`src/spmc_consts.vh`:
```
// Constants for the switch power mode controller: register indices,
// field positions, reset values, mode codes and timing figures.
// Assumes a 50 MHz system clock; included by bare name.
`ifndef SPMC_CONSTS_VH
`define SPMC_CONSTS_VH

// ************************************************************
// Register indices (byte address = 4 * index)
// ************************************************************
`define SPMC_IDX_P1_CTRL 8'h1d
`define SPMC_IDX_P2_CTRL 8'h2d
`define SPMC_IDX_GLOBAL 8'hc3
`define SPMC_IDX_TIMEOUT 8'hc4
`define SPMC_IDX_STATUS 8'hf0

// ************************************************************
// Fields and reset values
// ************************************************************
`define SPMC_PORT_PD_BIT 3
`define SPMC_PLL_OFF_BIT 2
`define SPMC_PORT_RST 8'h00
`define SPMC_GLOBAL_RST 8'h00
`define SPMC_TIMEOUT_RST 8'h80

// ************************************************************
// Global power field codes
// ************************************************************
`define SPMC_MODE_NORMAL 2'h0
`define SPMC_MODE_ENERGY 2'h1
`define SPMC_MODE_SOFTPD 2'h2
`define SPMC_MODE_SAVING 2'h3

// ************************************************************
// Timing
// ************************************************************
`define SPMC_CLK_NS 20
`define SPMC_PULSE_NS 120
`define SPMC_PULSE_CYC ((`SPMC_PULSE_NS + `SPMC_CLK_NS - 1) / `SPMC_CLK_NS)
`define SPMC_PULSE_PERIOD_NS 1000000000
`define SPMC_PULSE_PERIOD_CYC (`SPMC_PULSE_PERIOD_NS / `SPMC_CLK_NS)
`define SPMC_SLEEP_UNIT_NS 1000000
`define SPMC_SLEEP_UNIT_CYC (`SPMC_SLEEP_UNIT_NS / `SPMC_CLK_NS)

`endif

```
`src/spmc_tick.v`:
```
// Free divider that gives a one-cycle enable pulse every DIV cycles.
// Assumes a single clock and a synchronous active-high reset.
`timescale 1ns/10ps
module spmc_tick #(
    parameter W = 32,
    parameter DIV = 50000
) (
    input wire clk_i,        // System clock
    input wire rst_i,        // Synchronous reset
    input wire run_i,        // Count while high, restart when low
    output reg tick_o        // One-cycle enable pulse
);
    reg [W-1:0] cnt_q;

    always @(posedge clk_i) begin
        if (rst_i || !run_i) begin
            cnt_q <= {W{1'b0}};
            tick_o <= 1'b0;
        end else if (cnt_q == DIV[W-1:0] - {{(W-1){1'b0}}, 1'b1}) begin
            cnt_q <= {W{1'b0}};
            tick_o <= 1'b1;
        end else begin
            cnt_q <= cnt_q + {{(W-1){1'b0}}, 1'b1};
            tick_o <= 1'b0;
        end
    end
endmodule

```
`src/spmc_pulse.v`:
```
// Stretches a one-cycle trigger into a pulse of LEN cycles.
// Assumes a single clock and a synchronous active-high reset.
`timescale 1ns/10ps
module spmc_pulse #(
    parameter W = 8,
    parameter LEN = 6
) (
    input wire clk_i,        // System clock
    input wire rst_i,        // Synchronous reset
    input wire trig_i,       // Start pulse
    input wire kill_i,       // Abort pulse at once
    output wire pulse_o      // Stretched pulse
);
    reg [W-1:0] left_q;

    always @(posedge clk_i) begin
        if (rst_i || kill_i)
            left_q <= {W{1'b0}};
        else if (trig_i)
            left_q <= LEN[W-1:0];
        else if (left_q != {W{1'b0}})
            left_q <= left_q - {{(W-1){1'b0}}, 1'b1};
    end

    assign pulse_o = (left_q != {W{1'b0}});
endmodule

```
`src/spmc_top.v`:
```
// Power mode controller for a three-port switch with two copper PHYs,
// with a classic Wishbone register slave.
// Assumes all inputs synchronous to CLK_I; line status comes from the PHYs.
//
// The implementer's own choice: the Wishbone register port.
`timescale 1ns/10ps
`include "spmc_consts.vh"
module spmc_top #(
    parameter PULSE_PERIOD_CYC = `SPMC_PULSE_PERIOD_CYC,
    parameter SLEEP_UNIT_CYC = `SPMC_SLEEP_UNIT_CYC
) (
    input wire CLK_I,              // System clock, 50 MHz
    input wire RST_I,              // Synchronous reset, active high
    input wire CYC_I,              // Wishbone cycle
    input wire STB_I,              // Wishbone strobe
    input wire WE_I,               // Wishbone write enable
    input wire [9:0] ADR_I,        // Wishbone byte address
    input wire [3:0] SEL_I,        // Wishbone byte selects
    input wire [31:0] DAT_I,       // Wishbone write data
    output reg [31:0] DAT_O,       // Wishbone read data
    output reg ACK_O,              // Wishbone acknowledge
    input wire [1:0] AN_EN_I,      // Auto-negotiation enabled per port
    input wire [1:0] LINK_I,       // Link up per port
    input wire [1:0] ENERGY_I,     // Line energy seen per port
    input wire [1:0] MGMT_PD_WR_I, // PHY management write of power-down
    input wire [1:0] MGMT_PD_I,    // PHY management power-down value
    output reg PLL_EN_O,           // Internal PLL clock enable
    output reg MAC_EN_O,           // MAC enable
    output reg HOST_IF_EN_O,       // Host interface enable
    output reg [1:0] PHY_TX_EN_O,  // PHY transmitter enable
    output reg [1:0] PHY_RX_EN_O,  // PHY full receiver enable
    output reg [1:0] PHY_ED_EN_O,  // PHY energy detector enable
    output reg [1:0] LINK_PULSE_O  // Energy detect line pulse
);
    // ************************************************************
    // Register file
    // ************************************************************
    reg [7:0] p1_ctrl_q;
    reg [7:0] p2_ctrl_q;
    reg [7:0] global_q;
    reg [7:0] timeout_q;
    wire [7:0] idx = ADR_I[9:2];
    wire req = CYC_I & STB_I;
    // Writes land on the edge where the master samples ACK high
    wire wr_now = req & WE_I & ACK_O & SEL_I[0];
    wire [1:0] mode = global_q[1:0];
    wire [1:0] port_pd = {p2_ctrl_q[`SPMC_PORT_PD_BIT], p1_ctrl_q[`SPMC_PORT_PD_BIT]};
    wire [7:0] status;

    always @(posedge CLK_I) begin
        if (RST_I) begin
            p1_ctrl_q <= `SPMC_PORT_RST;
            p2_ctrl_q <= `SPMC_PORT_RST;
            global_q <= `SPMC_GLOBAL_RST;
            timeout_q <= `SPMC_TIMEOUT_RST;
        end else begin
            // Management path first so a bus write of the same cycle wins
            if (MGMT_PD_WR_I[0])
                p1_ctrl_q[`SPMC_PORT_PD_BIT] <= MGMT_PD_I[0];
            if (MGMT_PD_WR_I[1])
                p2_ctrl_q[`SPMC_PORT_PD_BIT] <= MGMT_PD_I[1];
            if (wr_now) begin
                case (idx)
                    `SPMC_IDX_P1_CTRL: p1_ctrl_q <= DAT_I[7:0];
                    `SPMC_IDX_P2_CTRL: p2_ctrl_q <= DAT_I[7:0];
                    `SPMC_IDX_GLOBAL: global_q <= DAT_I[7:0];
                    `SPMC_IDX_TIMEOUT: timeout_q <= DAT_I[7:0];
                    default: ;
                endcase
            end
        end
    end

    // ************************************************************
    // Wishbone answer
    // ************************************************************
    // One wait state: ACK the cycle after the request, drop it the next.
    // Unmapped indices are acknowledged with zero data and no effect.
    always @(posedge CLK_I) begin
        if (RST_I) begin
            ACK_O <= 1'b0;
            DAT_O <= 32'h0;
        end else begin
            ACK_O <= req & ~ACK_O;
            if (req & ~ACK_O & ~WE_I) begin
                case (idx)
                    `SPMC_IDX_P1_CTRL: DAT_O <= {24'h0, p1_ctrl_q};
                    `SPMC_IDX_P2_CTRL: DAT_O <= {24'h0, p2_ctrl_q};
                    `SPMC_IDX_GLOBAL: DAT_O <= {24'h0, global_q};
                    `SPMC_IDX_TIMEOUT: DAT_O <= {24'h0, timeout_q};
                    `SPMC_IDX_STATUS: DAT_O <= {24'h0, status};
                    default: DAT_O <= 32'h0;
                endcase
            end else begin
                DAT_O <= 32'h0;
            end
        end
    end

    // ************************************************************
    // Mode decode
    // ************************************************************
    wire m_norm = (mode == `SPMC_MODE_NORMAL);
    wire m_ed = (mode == `SPMC_MODE_ENERGY);
    wire m_spd = (mode == `SPMC_MODE_SOFTPD);
    wire m_ps = (mode == `SPMC_MODE_SAVING);
    wire pll_off = global_q[`SPMC_PLL_OFF_BIT];

    // ************************************************************
    // Time bases
    // ************************************************************
    wire unit_tick;
    wire sec_tick;

    spmc_tick #(.W(32), .DIV(SLEEP_UNIT_CYC)) u_unit (
        .clk_i(CLK_I),
        .rst_i(RST_I),
        .run_i(m_ed),
        .tick_o(unit_tick)
    );

    spmc_tick #(.W(32), .DIV(PULSE_PERIOD_CYC)) u_sec (
        .clk_i(CLK_I),
        .rst_i(RST_I),
        .run_i(m_ed),
        .tick_o(sec_tick)
    );

    // ************************************************************
    // Energy detect sleep state
    // ************************************************************
    // Powered-down ports are ignored so a dead port cannot hold the
    // device awake, and cannot wake it either.
    wire [1:0] live = ~port_pd;
    wire any_energy = |((ENERGY_I | LINK_I) & live);
    reg [8:0] idle_q;
    reg ed_low_q;

    always @(posedge CLK_I) begin
        if (RST_I || !m_ed || any_energy) begin
            idle_q <= 9'h0;
            ed_low_q <= 1'b0;
        end else if (unit_tick) begin
            if (idle_q > {1'b0, timeout_q})
                ed_low_q <= 1'b1;
            else
                idle_q <= idle_q + 9'h1;
        end
    end

    // ************************************************************
    // Per-port saving state and line pulses
    // ************************************************************
    wire [1:0] ps_sleep;
    wire [1:0] pulse;
    genvar g;
    generate
        for (g = 0; g < 2; g = g + 1) begin : g_port
            reg ps_q;
            // Cable unplugged means no energy and no link on the pair
            always @(posedge CLK_I) begin
                if (RST_I)
                    ps_q <= 1'b0;
                else
                    ps_q <= m_ps & AN_EN_I[g] & ~ENERGY_I[g] & ~LINK_I[g];
            end
            assign ps_sleep[g] = ps_q;

            spmc_pulse #(.W(8), .LEN(`SPMC_PULSE_CYC)) u_pulse (
                .clk_i(CLK_I),
                .rst_i(RST_I),
                .trig_i(sec_tick & ~LINK_I[g] & live[g]),
                .kill_i(~m_ed | port_pd[g]),
                .pulse_o(pulse[g])
            );
        end
    endgenerate

    // ************************************************************
    // Block enables
    // ************************************************************
    reg pll_d;
    reg mac_d;
    reg host_d;
    reg [1:0] tx_d;
    reg [1:0] rx_d;
    reg [1:0] ed_d;

    always @* begin
        pll_d = 1'b1;
        mac_d = 1'b1;
        host_d = 1'b1;
        tx_d = 2'b11;
        rx_d = 2'b11;
        ed_d = 2'b11;
        case (mode)
            `SPMC_MODE_NORMAL: begin
                pll_d = 1'b1;
            end
            `SPMC_MODE_SAVING: begin
                rx_d = ~ps_sleep;
            end
            `SPMC_MODE_ENERGY: begin
                if (ed_low_q) begin
                    pll_d = 1'b0;
                    mac_d = 1'b0;
                    host_d = 1'b0;
                    tx_d = 2'b00;
                    rx_d = 2'b00;
                end
            end
            `SPMC_MODE_SOFTPD: begin
                pll_d = 1'b0;
                mac_d = 1'b0;
                host_d = 1'b0;
                tx_d = 2'b00;
                rx_d = 2'b00;
                ed_d = 2'b00;
            end
            default: begin
                pll_d = 1'b1;
            end
        endcase
        if (pll_off)
            pll_d = 1'b0;
        // Port power-down overrides whatever the global mode asks for
        tx_d = tx_d & live;
        rx_d = rx_d & live;
        ed_d = ed_d & live;
    end

    always @(posedge CLK_I) begin
        if (RST_I) begin
            PLL_EN_O <= 1'b1;
            MAC_EN_O <= 1'b1;
            HOST_IF_EN_O <= 1'b1;
            PHY_TX_EN_O <= 2'b11;
            PHY_RX_EN_O <= 2'b11;
            PHY_ED_EN_O <= 2'b11;
            LINK_PULSE_O <= 2'b00;
        end else begin
            PLL_EN_O <= pll_d;
            MAC_EN_O <= mac_d;
            HOST_IF_EN_O <= host_d;
            PHY_TX_EN_O <= tx_d;
            PHY_RX_EN_O <= rx_d;
            PHY_ED_EN_O <= ed_d;
            // A port powered down in mid-pulse goes quiet on the same edge as its PHY
            LINK_PULSE_O <= pulse & live;
        end
    end

    // ************************************************************
    // Status view
    // ************************************************************
    // Register contents are never touched by a mode change, so software
    // reads back exactly what it wrote after leaving any low power mode.
    assign status = {PHY_RX_EN_O, PLL_EN_O, ps_sleep, ed_low_q, m_spd | m_ed, m_norm};
endmodule

```
`config.mk`:
```
export PLATFORM = sky130hd
export DESIGN_NAME = spmc_top
export DESIGN_NICKNAME = d
export VERILOG_FILES = /design/src/spmc_tick.v /design/src/spmc_pulse.v /design/src/spmc_top.v
export VERILOG_INCLUDE_DIRS = /design/src
export SDC_FILE = /design/constraint.sdc
export NUM_CORES = 1
export LEC_CHECK = 0
export BUFFER_PORTS_ARGS = -buffer_cell sky130_fd_sc_hd__buf_2
export CORE_MARGIN = 2
export CORE_UTILIZATION = 35
export DETAILED_ROUTE_END_ITERATION = 8
export PLACE_DENSITY = 0.62
export SLEW_MARGIN = 20
export SYNTH_ARGS = -nofsm -noshare
export SYNTH_HDL_FRONTEND = slang
export SYNTH_HIERARCHICAL = 1
export SYNTH_SLANG_ARGS = --single-unit
```
`constraint.sdc`:
```
create_clock -name CLK_I -period 3 [get_ports CLK_I]
set_input_delay 0.6 -clock CLK_I [delete_from_list [all_inputs] [get_ports CLK_I]]
set_output_delay 0.6 -clock CLK_I [all_outputs]
set_load 0.01 [all_outputs]
```
==> results of run 1 <==
## synth_stat cells, types with 8 or more instances
master / count / area [um2]
nor2_1: 81 / 304.0
clkbuf_1: 19 / 71.32
ha_1: 19 / 237.7
nor3b_1: 9 / 67.56
nor4_1: 16 / 100.1
inv_1: 28 / 105.1
buf_2: 12 / 60.06
or4_1: 23 / 172.7
xnor2_1: 10 / 87.58
a22oi_1: 15 / 112.6
nor3_1: 11 / 55.05
nor2b_1: 12 / 75.07
xor2_1: 19 / 166.4
o31ai_1: 25 / 187.7
mux2i_1: 36 / 360.4
nand3_1: 31 / 155.2
nand4_1: 25 / 156.4
buf_4: 28 / 210.2
a21oi_1: 60 / 300.3
and4_1: 13 / 113.9
nand2_1: 30 / 112.6
o21ai_0: 15 / 75.07
or3_1: 14 / 87.58
and3_1: 13 / 81.33
nand2b_1: 8 / 50.05
dfxtp_1: 145 / 2903
## cell families after synthesis
group                      count (synthesis)
AOI/OAI and AO/OA                        163
xor gates and xnor gates                  29
adders and majority gates                 19
buffers and inverters                     95
DFF                                      145
muxes                                     38
other                                      1
and+or+nand+nor                          322
## power by group through the flow
stage                     registers, mW  logic [mW]  clock network, mW
after floorplan                    1.98      0.0697                  0
after global placement             1.98      0.0958                  0
after detailed placement           1.98      0.0963                  0
after CTS                          1.94      0.0966               2.38
after global routing               1.94       0.106               2.47
final                              1.94      0.0978               2.32
## routing by layer
layer,up-vias,global-route usage
met4,0,0.04095
li1,3035,-
met5,-,0
met1,2799,0.2002
met3,13,0.03742
met2,96,0.2380
## registers in the layout (all words and copies together), names as in the netlist, 2 cells and up
| name | cells |
|---|---|
| PHY_RX_EN_O | 2 |
| DAT_O | 8 |
| timeout_q | 8 |
| u_unit/cnt_q | 32 |
| p1_ctrl_q | 8 |
| g_port.u_pulse/left_q | 16 |
| global_q | 8 |
| PHY_TX_EN_O | 2 |
| g_port.ps_q | 2 |
| u_sec/cnt_q | 32 |
| idle_q | 9 |
| LINK_PULSE_O | 2 |
| PHY_ED_EN_O | 2 |
| p2_ctrl_q | 8 |
## worst min-delay path by stage
stage / startpoint / endpoint / slack [ns] / depth (start not counted)
floorplan: global_q[2] / PLL_EN_O / 0.43 / 1
global placement: u_sec/cnt_q[0] / u_sec/cnt_q[0] / 0.46 / 1
detailed placement: global_q[2] / PLL_EN_O / 0.46 / 1
CTS: AN_EN_I[1] / g_port[1].ps_q / 0.43 / 2
global route: AN_EN_I[1] / g_port[1].ps_q / 0.44 / 2
finish: AN_EN_I[1] / g_port[1].ps_q / 0.45 / 2
## through the flow
step / util / std cells / cell area (um2)
floorplan: - / 835 / 7403
global placement: 0.3787 / 1106 / 7711
detailed placement: 0.3787 / 1106 / 7711
CTS: 0.4107 / 1138 / 8364
global route: 0.4107 / 1138 / 8364
finish: 0.4107 / 1138 / 8364
## area by class of cell
type                            count  area (um2)  area share
Clock buffer                       19       442.9     0.05295
Clock inverter                     13       210.2     0.02513
Inverter                           30       112.6     0.01346
Multi-Input combinational cell    595        3990      0.4770
Sequential cell                   145        2903      0.3470
Tap cell                          270       337.8     0.04039
Timing Repair Buffer               66       367.9     0.04398
## worst max-delay path, delay by kind of cell, from the launching register on
family	cells	cell delay [ns]
buffers and inverters	1	0.29
AO/OA/AOI/OAI	1	0.27
AND/OR/NAND/NOR	3	1.21
flip-flops	1	0.40
==> impl_metrics.toml, run 1 <==
[status]
status = "finished clean"

[grt]
overflow = 0
antenna_found_initial = 0
track_usage = 0.1488
grt_first_pass_wirelength_um = 26930
grt_pass1_vias = 5503
grt_max_degree = 33

[die]
io_pins = 105
die_area_um2 = 22080
die_w_um = 148.6
initial_core_util = 0.3593
coreArea_um2 = 20360
fp.dieH_um = 148.6
fp-row-count = 52

[drt]
ant_nets = 0
drtIter0Drc = 302
drt-total-wl_um = 15990
routed_via_density = 5.222
wl_per_cell_um = 14.05
routedLengthMet1_um = 7782
dr.max_layer_used = "met4"
vias = 5943
route.met3.wl_um = 665
met2_length_um = 7385
drt_drc_violations_left = 0
drt_pass1_iterations = 5

[clock_tree]
cts_setup_buffers = 0
cts_buffer_depth = 2
cts_tree = "built"
cts_sinks = 145
cts_max_level = 4
clk_latency_ns = 0.42
cts-root-buf = "clkbuf_16"
clk_pin_slew_ns = 0.06
holdBufCountCts = 0
cts_made_buffers = 17
cts.repair.resized = 0

[worst_setup_path]
rrSetupSlack_ns = 0.70
cp_cell_sequence = "or4b_1, or4_4, o31ai_4, buf_4, nor2_1"
cp-startpoint = "u_sec/cnt_q[18]"
worst_setup_path_end_kind = "flop"
start_kind = "flop"
crit_end = "u_sec/cnt_q[7]"
cp_slowest_cell = "or4_4"
cp_max_fo = 21
crit_type = "reg -> reg"
worstReg2RegStart = "u_sec/cnt_q[18]"
slowest_delay_ns = 0.57
cp_data_required_time_ns = 3.30
r2r_cells = 5
r2r-end = "u_sec/cnt_q[7]"
cp.arrival_ns = 2.60

[sta]
hold_slack_ns = 0.4463
relSlewSlack = 0.5218
tns_ns = 0
worst_pin_slew_ns = 0.7159
fmax_mhz = 435.6
hold_viol = 0
rsz0062_at_grt = "no"
finalCriticalPeriod_ns = 2.296
maxSlewViolCount = 0
finalSetupViolCount = 0
fin_crit_sh = 0.7653
fin_ws_ns = 0.7041
skew_ns = 0.007706

[pwr]
p_leak_nw = 2.742
p_per_area_nw_per_um2 = 520.8
p_comb_frac = 0.022
p_sw_frac = 0.2057
ir_drop_mv = 0.3255
power.switching_mw = 0.8963
internal_power_mw = 3.460
finalPower_mw = 4.356
p_seq_frac = 0.445
pwr-share-clk = 0.533

[synth]
synthSimpleGateAreaFrac = 0.2652
muxShareOfSynthArea = 0.05233
yosysWarnings = 6
synth_seq_cells = 145
synth_cell_types = 76
synth_compound_area_frac = 0.1477
syn-instance-count = 812
async_flop_share = 0
synthFlopType = "dfxtp_1"
synth_adder_area_share = 0.03249
synth-edff-count = 0
synth_top_family_by_area = "simple AND/OR/NAND/NOR gates"
yosysSeqAreaShare = 0.3967
synth-xor-area-share = 0.03471
synth_area_um2 = 7317
synth_area_per_cell_um2 = 9.011

[placed_design]
gp_congestion = 0.7766
dp_worst_setup_slack_ns = 0.7050
dpl.hpwl_um = 11280
io_buffers = 51

[final_layout]
final_cell_mix = "145 x dfxtp_1, 81 x nor2_1, 60 x a21oi_1"
antenna_cells = 0
n_fill_cell = 2043
syn2layout_area_growth_pct = 14.31
drive_gt1_frac = 0.1532
layout_commonest_cell = "dfxtp_1"
finalNetCount = 935

[hold_path]
hold_path_class = "in -> reg"

[flow_run]
cap_violations = 0
(Power assumes the default switching activity.)
==> run 2, diff against run 1 <==
--- a/config.mk
+++ b/config.mk
@@ -6,11 +6,12 @@
 export SDC_FILE = /design/constraint.sdc
 export NUM_CORES = 1
 export LEC_CHECK = 0
+export ABC_AREA = 1
 export BUFFER_PORTS_ARGS = -buffer_cell sky130_fd_sc_hd__buf_2
 export CORE_MARGIN = 2
 export CORE_UTILIZATION = 35
 export DETAILED_ROUTE_END_ITERATION = 8
-export PLACE_DENSITY = 0.62
+export PLACE_DENSITY = 0.64
 export SLEW_MARGIN = 20
 export SYNTH_ARGS = -nofsm -noshare
 export SYNTH_HDL_FRONTEND = slang
==> constraint.sdc (replaced) <==
create_clock -name CLK_I -period 1.89 [get_ports CLK_I]
set_input_delay 0.378 -clock CLK_I [delete_from_list [all_inputs] [get_ports CLK_I]]
set_output_delay 0.378 -clock CLK_I [all_outputs]
set_load 0.01 [all_outputs]
==> impl_metrics.toml, run 2 <==
[synth]
async_flop_share = 0
yosysTopAreaCell = "dfxtp_1"
synth_cell_types = 43
synth_area_leaders = "dfxtp_1 36%, nand2_1 14%, nor2_1 9.5%, inv_1 7.0%, nand3_1 4.6%"
yosys-top-cells-count = "294 x nand2_1, 202 x nor2_1, 149 x inv_1, 145 x dfxtp_1, 73 x nand3_1"
syn-instance-count = 1176
synth_top_area_share = 0.3640
synthFlopType = "dfxtp_1"
synth_area_um2 = 7975
synth-edff-count = 0
synth_area_per_cell_um2 = 6.782
yosysSeqAreaShare = 0.3640
synth.most_common_cell = "nand2_1"
yosysWarnings = 6
synth_seq_cells = 145

[final_layout]
antenna_cells = 0
reg.largest.list = "u_sec/cnt_q x32, u_unit/cnt_q x32, g_port.u_pulse/left_q x16"
syn2layout_area_growth_pct = 13.84
final_cell_mix = "294 x nand2_1, 201 x nor2_1, 149 x inv_1"
layout_commonest_cell = "nand2_1"
drive_gt1_frac = 0.1498
n_fill_cell = 2350
finalNetCount = 1317

[flow_run]
cap_violations = 0

[drt]
drtIter0Drc = 420
drt_drc_violations_left = 0
routed_via_density = 4.494
wl_per_cell_um = 11.04
ant_nets = 0
drt-total-wl_um = 16930
vias = 6890
drt_pass1_iterations = 4

[clock_tree]
cts-root-buf = "clkbuf_16"
cts_max_level = 4
cts.repair.resized = 0
clk_pin_slew_ns = 0.06
cts_buffer_depth = 2
cts_made_buffers = 17
cts_tree = "built"
cts_sinks = 145
holdBufCountCts = 0
cts_setup_buffers = 0
clk_latency_ns = 0.42

[grt]
grt_first_pass_wirelength_um = 28350
grt_pass1_vias = 6234
antenna_found_initial = 0
track_usage = 0.1432
grt_max_degree = 41
overflow = 0

[die]
coreArea_um2 = 22500
initial_core_util = 0.3544
die_w_um = 155.0
fp.dieH_um = 155.0
die_area_um2 = 24010
io_pins = 105
fp-row-count = 55

[pwr]
ir_drop_mv = 0.4194
p_per_area_nw_per_um2 = 752.4
p_seq_frac = 0.450
p_comb_frac = 0.022
p_sw_frac = 0.2110
internal_power_mw = 5.389
p_leak_nw = 3.663
pwr-share-clk = 0.529
power.switching_mw = 1.441

[worst_setup_path]
worst_setup_path_end_kind = "flop"
start_kind = "flop"
rrSetupSlack_ns = 0.19
cp_data_required_time_ns = 2.20
cp_max_fo = 17
crit_type = "reg -> reg"
cp.arrival_ns = 2.02

[sta]
relSlewSlack = 0.6586
finalSetupViolCount = 0
finalCriticalPeriod_ns = 1.703
skew_ns = 0.009305
maxSlewViolCount = 0
fin_crit_sh = 0.9011
rsz0062_at_grt = "no"
fin_ws_ns = 0.1870
fmax_mhz = 587.2
worst_pin_slew_ns = 0.5103
hold_viol = 0
tns_ns = 0

[hold_path]
hold_path_class = "in -> reg"

[placed_design]
gp_congestion = 0.8256
io_buffers = 51
dpl.hpwl_um = 12690
dp_worst_setup_slack_ns = 0.1520

[status]
status = "finished clean"
## run 2: cell count changes after synthesis, sizes merged, moves of 36 or more
| cell | before | now |
|---|---|---|
| nand2 | 30 | 315 |
| nor2 | 83 | 240 |
| inv | 30 | 162 |
| nand3 | 34 | 79 |
| o21ai | 18 | 55 |
| mux2i | 36 | 0 |
## run 2: cell families (layout without fill, tap and decap cells)
family                     after synthesis  in the layout  share of synthesized area
buffers and inverters                  205            254                     0.1188
adders and majority gates               19             19                    0.02981
xor gates and xnor gates                29             29                    0.03185
AOI/OAI and AO/OA                      119            119                    0.08221
and+or+nand+nor                        658            658                     0.3729
other                                    1             24                  0.0004702
DFF                                    145            145                     0.3640
## run 2: layer usage
layer | part of all wire | track usage | wire length [um]
met5 | 0 | 0 | 0
met1 | 0.49 | 0.1833 | 8221
met2 | 0.45 | 0.2387 | 7676
met4 | 0.015 | 0.05247 | 255
met3 | 0.046 | 0.02953 | 778
## run 2: worst max-delay path: stages (launching register included)
cell	delay [ns]
dfxtp_1	0.36
inv_1	0.06
ha_1	0.30
nand2_1	0.08
nor2_2	0.15
nand3_1	0.09
nand3_1	0.10
nand2_1	0.10
buf_12	0.16
a21oi_1	0.13
nor2_1	0.05
## run 2: worst paths after layout
path | startpoint | end | depth (start not counted)
hold reg to reg | p2_ctrl_q[7] | p2_ctrl_q[7] | 2
setup reg to reg | timeout_q[6] | idle_q[3] | 10
setup / recovery | timeout_q[6] | idle_q[3] | 10
hold / removal | AN_EN_I[1] | g_port[1].ps_q | 3
## run 2: power by group through the flow
| stage | Sequential [mW] | Combinational [mW] | Clock (mW) |
|---|---|---|---|
| final | 3.07 | 0.147 | 3.61 |
| after global routing | 3.07 | 0.164 | 3.81 |
| after CTS | 3.07 | 0.147 | 3.70 |
| after detailed placement | 3.14 | 0.146 | 0 |
| after global placement | 3.14 | 0.146 | 0 |
| after floorplan | 3.14 | 0.110 | 0 |
## run 2: through the flow
| step | utilization | total power [mW] | cell area, um2 | hold WS (ns) | instances |
|---|---|---|---|---|---|
| after floorplan | - | 3.249 | 8061 | 0.4173 | 1199 |
| after global placement | 0.3749 | 3.284 | 8436 | 0.4310 | 1503 |
| after detailed placement | 0.3749 | 3.284 | 8436 | 0.4393 | 1503 |
| after CTS | 0.4029 | 6.915 | 9067 | 0.2107 | 1533 |
| after global routing | 0.4034 | 7.043 | 9079 | 0.2182 | 1533 |
| final | 0.4034 | 6.831 | 9079 | 0.2224 | 1533 |
## run 2: layout make-up
class	count	area, um2	area share
Sequential cell	145	2903	0.3197
Clock inverter	11	178.9	0.01971
Inverter	163	621.8	0.06849
Clock buffer	19	452.9	0.04989
Timing Repair Buffer	61	342.8	0.03776
Multi-Input combinational cell	849	4223	0.4651
Tap cell	285	356.6	0.03928
==> run 3, diff against run 2 <==
--- a/config.mk
+++ b/config.mk
@@ -9,9 +9,10 @@
 export ABC_AREA = 1
 export BUFFER_PORTS_ARGS = -buffer_cell sky130_fd_sc_hd__buf_2
 export CORE_MARGIN = 2
-export CORE_UTILIZATION = 35
+export CORE_UTILIZATION = 53
+export CTS_BUF_LIST = sky130_fd_sc_hd__clkbuf_16
 export DETAILED_ROUTE_END_ITERATION = 8
-export PLACE_DENSITY = 0.64
+export PLACE_DENSITY = 0.86
 export SLEW_MARGIN = 20
 export SYNTH_ARGS = -nofsm -noshare
 export SYNTH_HDL_FRONTEND = slang
==> impl_metrics.toml, run 3 (synthesized netlist as in run 2, its figures left out) <==
[drt]
routed_via_density = 4.962
drtIter0Drc = 558
ant_nets = 0
drt_drc_violations_left = 0
drt-total-wl_um = 16830
drt_pass1_iterations = 5
vias = 7110
wl_per_cell_um = 11.74

[placed_design]
io_buffers = 51
gp_congestion = 0.8893
dp_worst_setup_slack_ns = 0.1674
dpl.hpwl_um = 12160
dp.cells = 1401

[sta]
tns_ns = 0
finalSetupViolCount = 0
rsz0062_at_grt = "no"
skew_ns = 0.01516
fmax_mhz = 596.3
finalCriticalPeriod_ns = 1.677
fin_ws_ns = 0.2129
hold_viol = 0
maxSlewViolCount = 0
fin_crit_sh = 0.8874

[status]
status = "finished clean"

[clock_tree]
holdBufCountCts = 0
cts_sinks = 145
cts_max_level = 4
cts_setup_buffers = 0
clk_pin_slew_ns = 0.06
cts_made_buffers = 17
cts_buffer_depth = 2
cts.repair.resized = 0
clk_latency_ns = 0.42
cts-root-buf = "clkbuf_16"
cts_tree = "built"

[worst_setup_path]
cp_data_required_time_ns = 2.24
crit_buf_inv = 2
cp_cell_sequence = "inv_1, ha_1, inv_1, nor2_1, nand2_4, nor2_1"
cp.arrival_ns = 2.02
cp_slowest_cell = "dfxtp_1"
crit_type = "reg -> reg"
worst_setup_path_end_kind = "flop"
cp_max_fo = 30
slowest_delay_ns = 0.34
cp_top_family = "simple AND/OR/NAND/NOR gates"
start_kind = "flop"

[die]
initial_core_util = 0.5446
io_pins = 105
fp-row-count = 44
die_w_um = 126.7
fp.dieH_um = 126.7
die_area_um2 = 16050
coreArea_um2 = 14640

[final_layout]
antenna_cells = 0
regArea_um2 = 2903
final_cell_mix = "294 x nand2_1, 201 x nor2_1, 149 x inv_1"
multi_input_area_um2 = 4214
n_fill_cell = 1260
syn2layout_area_growth_pct = 10.95
fin_cells = 1433
reg.largest.list = "u_sec/cnt_q x32, u_unit/cnt_q x32, g_port.u_pulse/left_q x16"
finalNetCount = 1316
layout_commonest_cell = "nand2_1"
drive_gt1_frac = 0.1481

[pwr]
p_per_area_nw_per_um2 = 712.9
p_leak_nw = 3.616
ir_drop_mv = 0.6712

[grt]
overflow = 0
grt_max_degree = 41
track_usage = 0.2137
antenna_found_initial = 0
grt_pass1_vias = 6574
grt_first_pass_wirelength_um = 28480

[flow_run]
cap_violations = 0

[hold_path]
hold_path_class = "in -> reg"
[run 3: layer usage]
layer,vias to the layer above,part of all wire,global-route usage
li1,3707,-,-
met1,3153,0.44,0.2573
met2,227,0.49,0.3768
met3,23,0.054,0.03922
met4,0,0.016,0.08791
met5,-,0,0
[run 3: cell type report]
type / count / area share
repair buffers: 60 / 0.03790
multi-input cells: 849 / 0.4762
well taps: 184 / 0.02602
inverters: 163 / 0.07028
clock buffers: 17 / 0.04808
clock inverters: 15 / 0.01343
flip-flops and latches: 145 / 0.3281
[run 3: worst min-delay path: stages]
cell and delay, ns:
buf_2 0.10, nand2_1 0.06, nor2_1 0.04
[run 3: power by group]
part / internal, mW / switching [mW]
combinational: 0.0467 / 0.0997
clock: 1.79 / 1.30
sequential: 3.06 / 0.00662
[run 3: path summary, 6_finish.rpt]
check | from | end | slack (ns) | cells past startpoint
setup reg to reg | global_q[1] | u_unit/cnt_q[11] | 0.21 | 6
setup / recovery | global_q[1] | u_unit/cnt_q[11] | 0.21 | 6
hold reg to reg | u_unit/cnt_q[0] | u_unit/cnt_q[0] | 0.45 | 1
hold / removal | AN_EN_I[1] | g_port[1].ps_q | 0.20 | 3
[run 3: per-stage QoR]
step	power [mW]	instance area, um2	hold slack [ns]	util
4_1_cts	6.341	8846	0.1935	0.6041
3_5_place_dp	3.280	8302	0.4383	0.5669
2_1_floorplan	3.249	8061	0.4173	-
5_1_grt	6.499	8848	0.2112	0.6042
6_report	6.308	8848	0.2017	0.6042
3_3_place_gp	3.279	8302	0.4276	0.5669
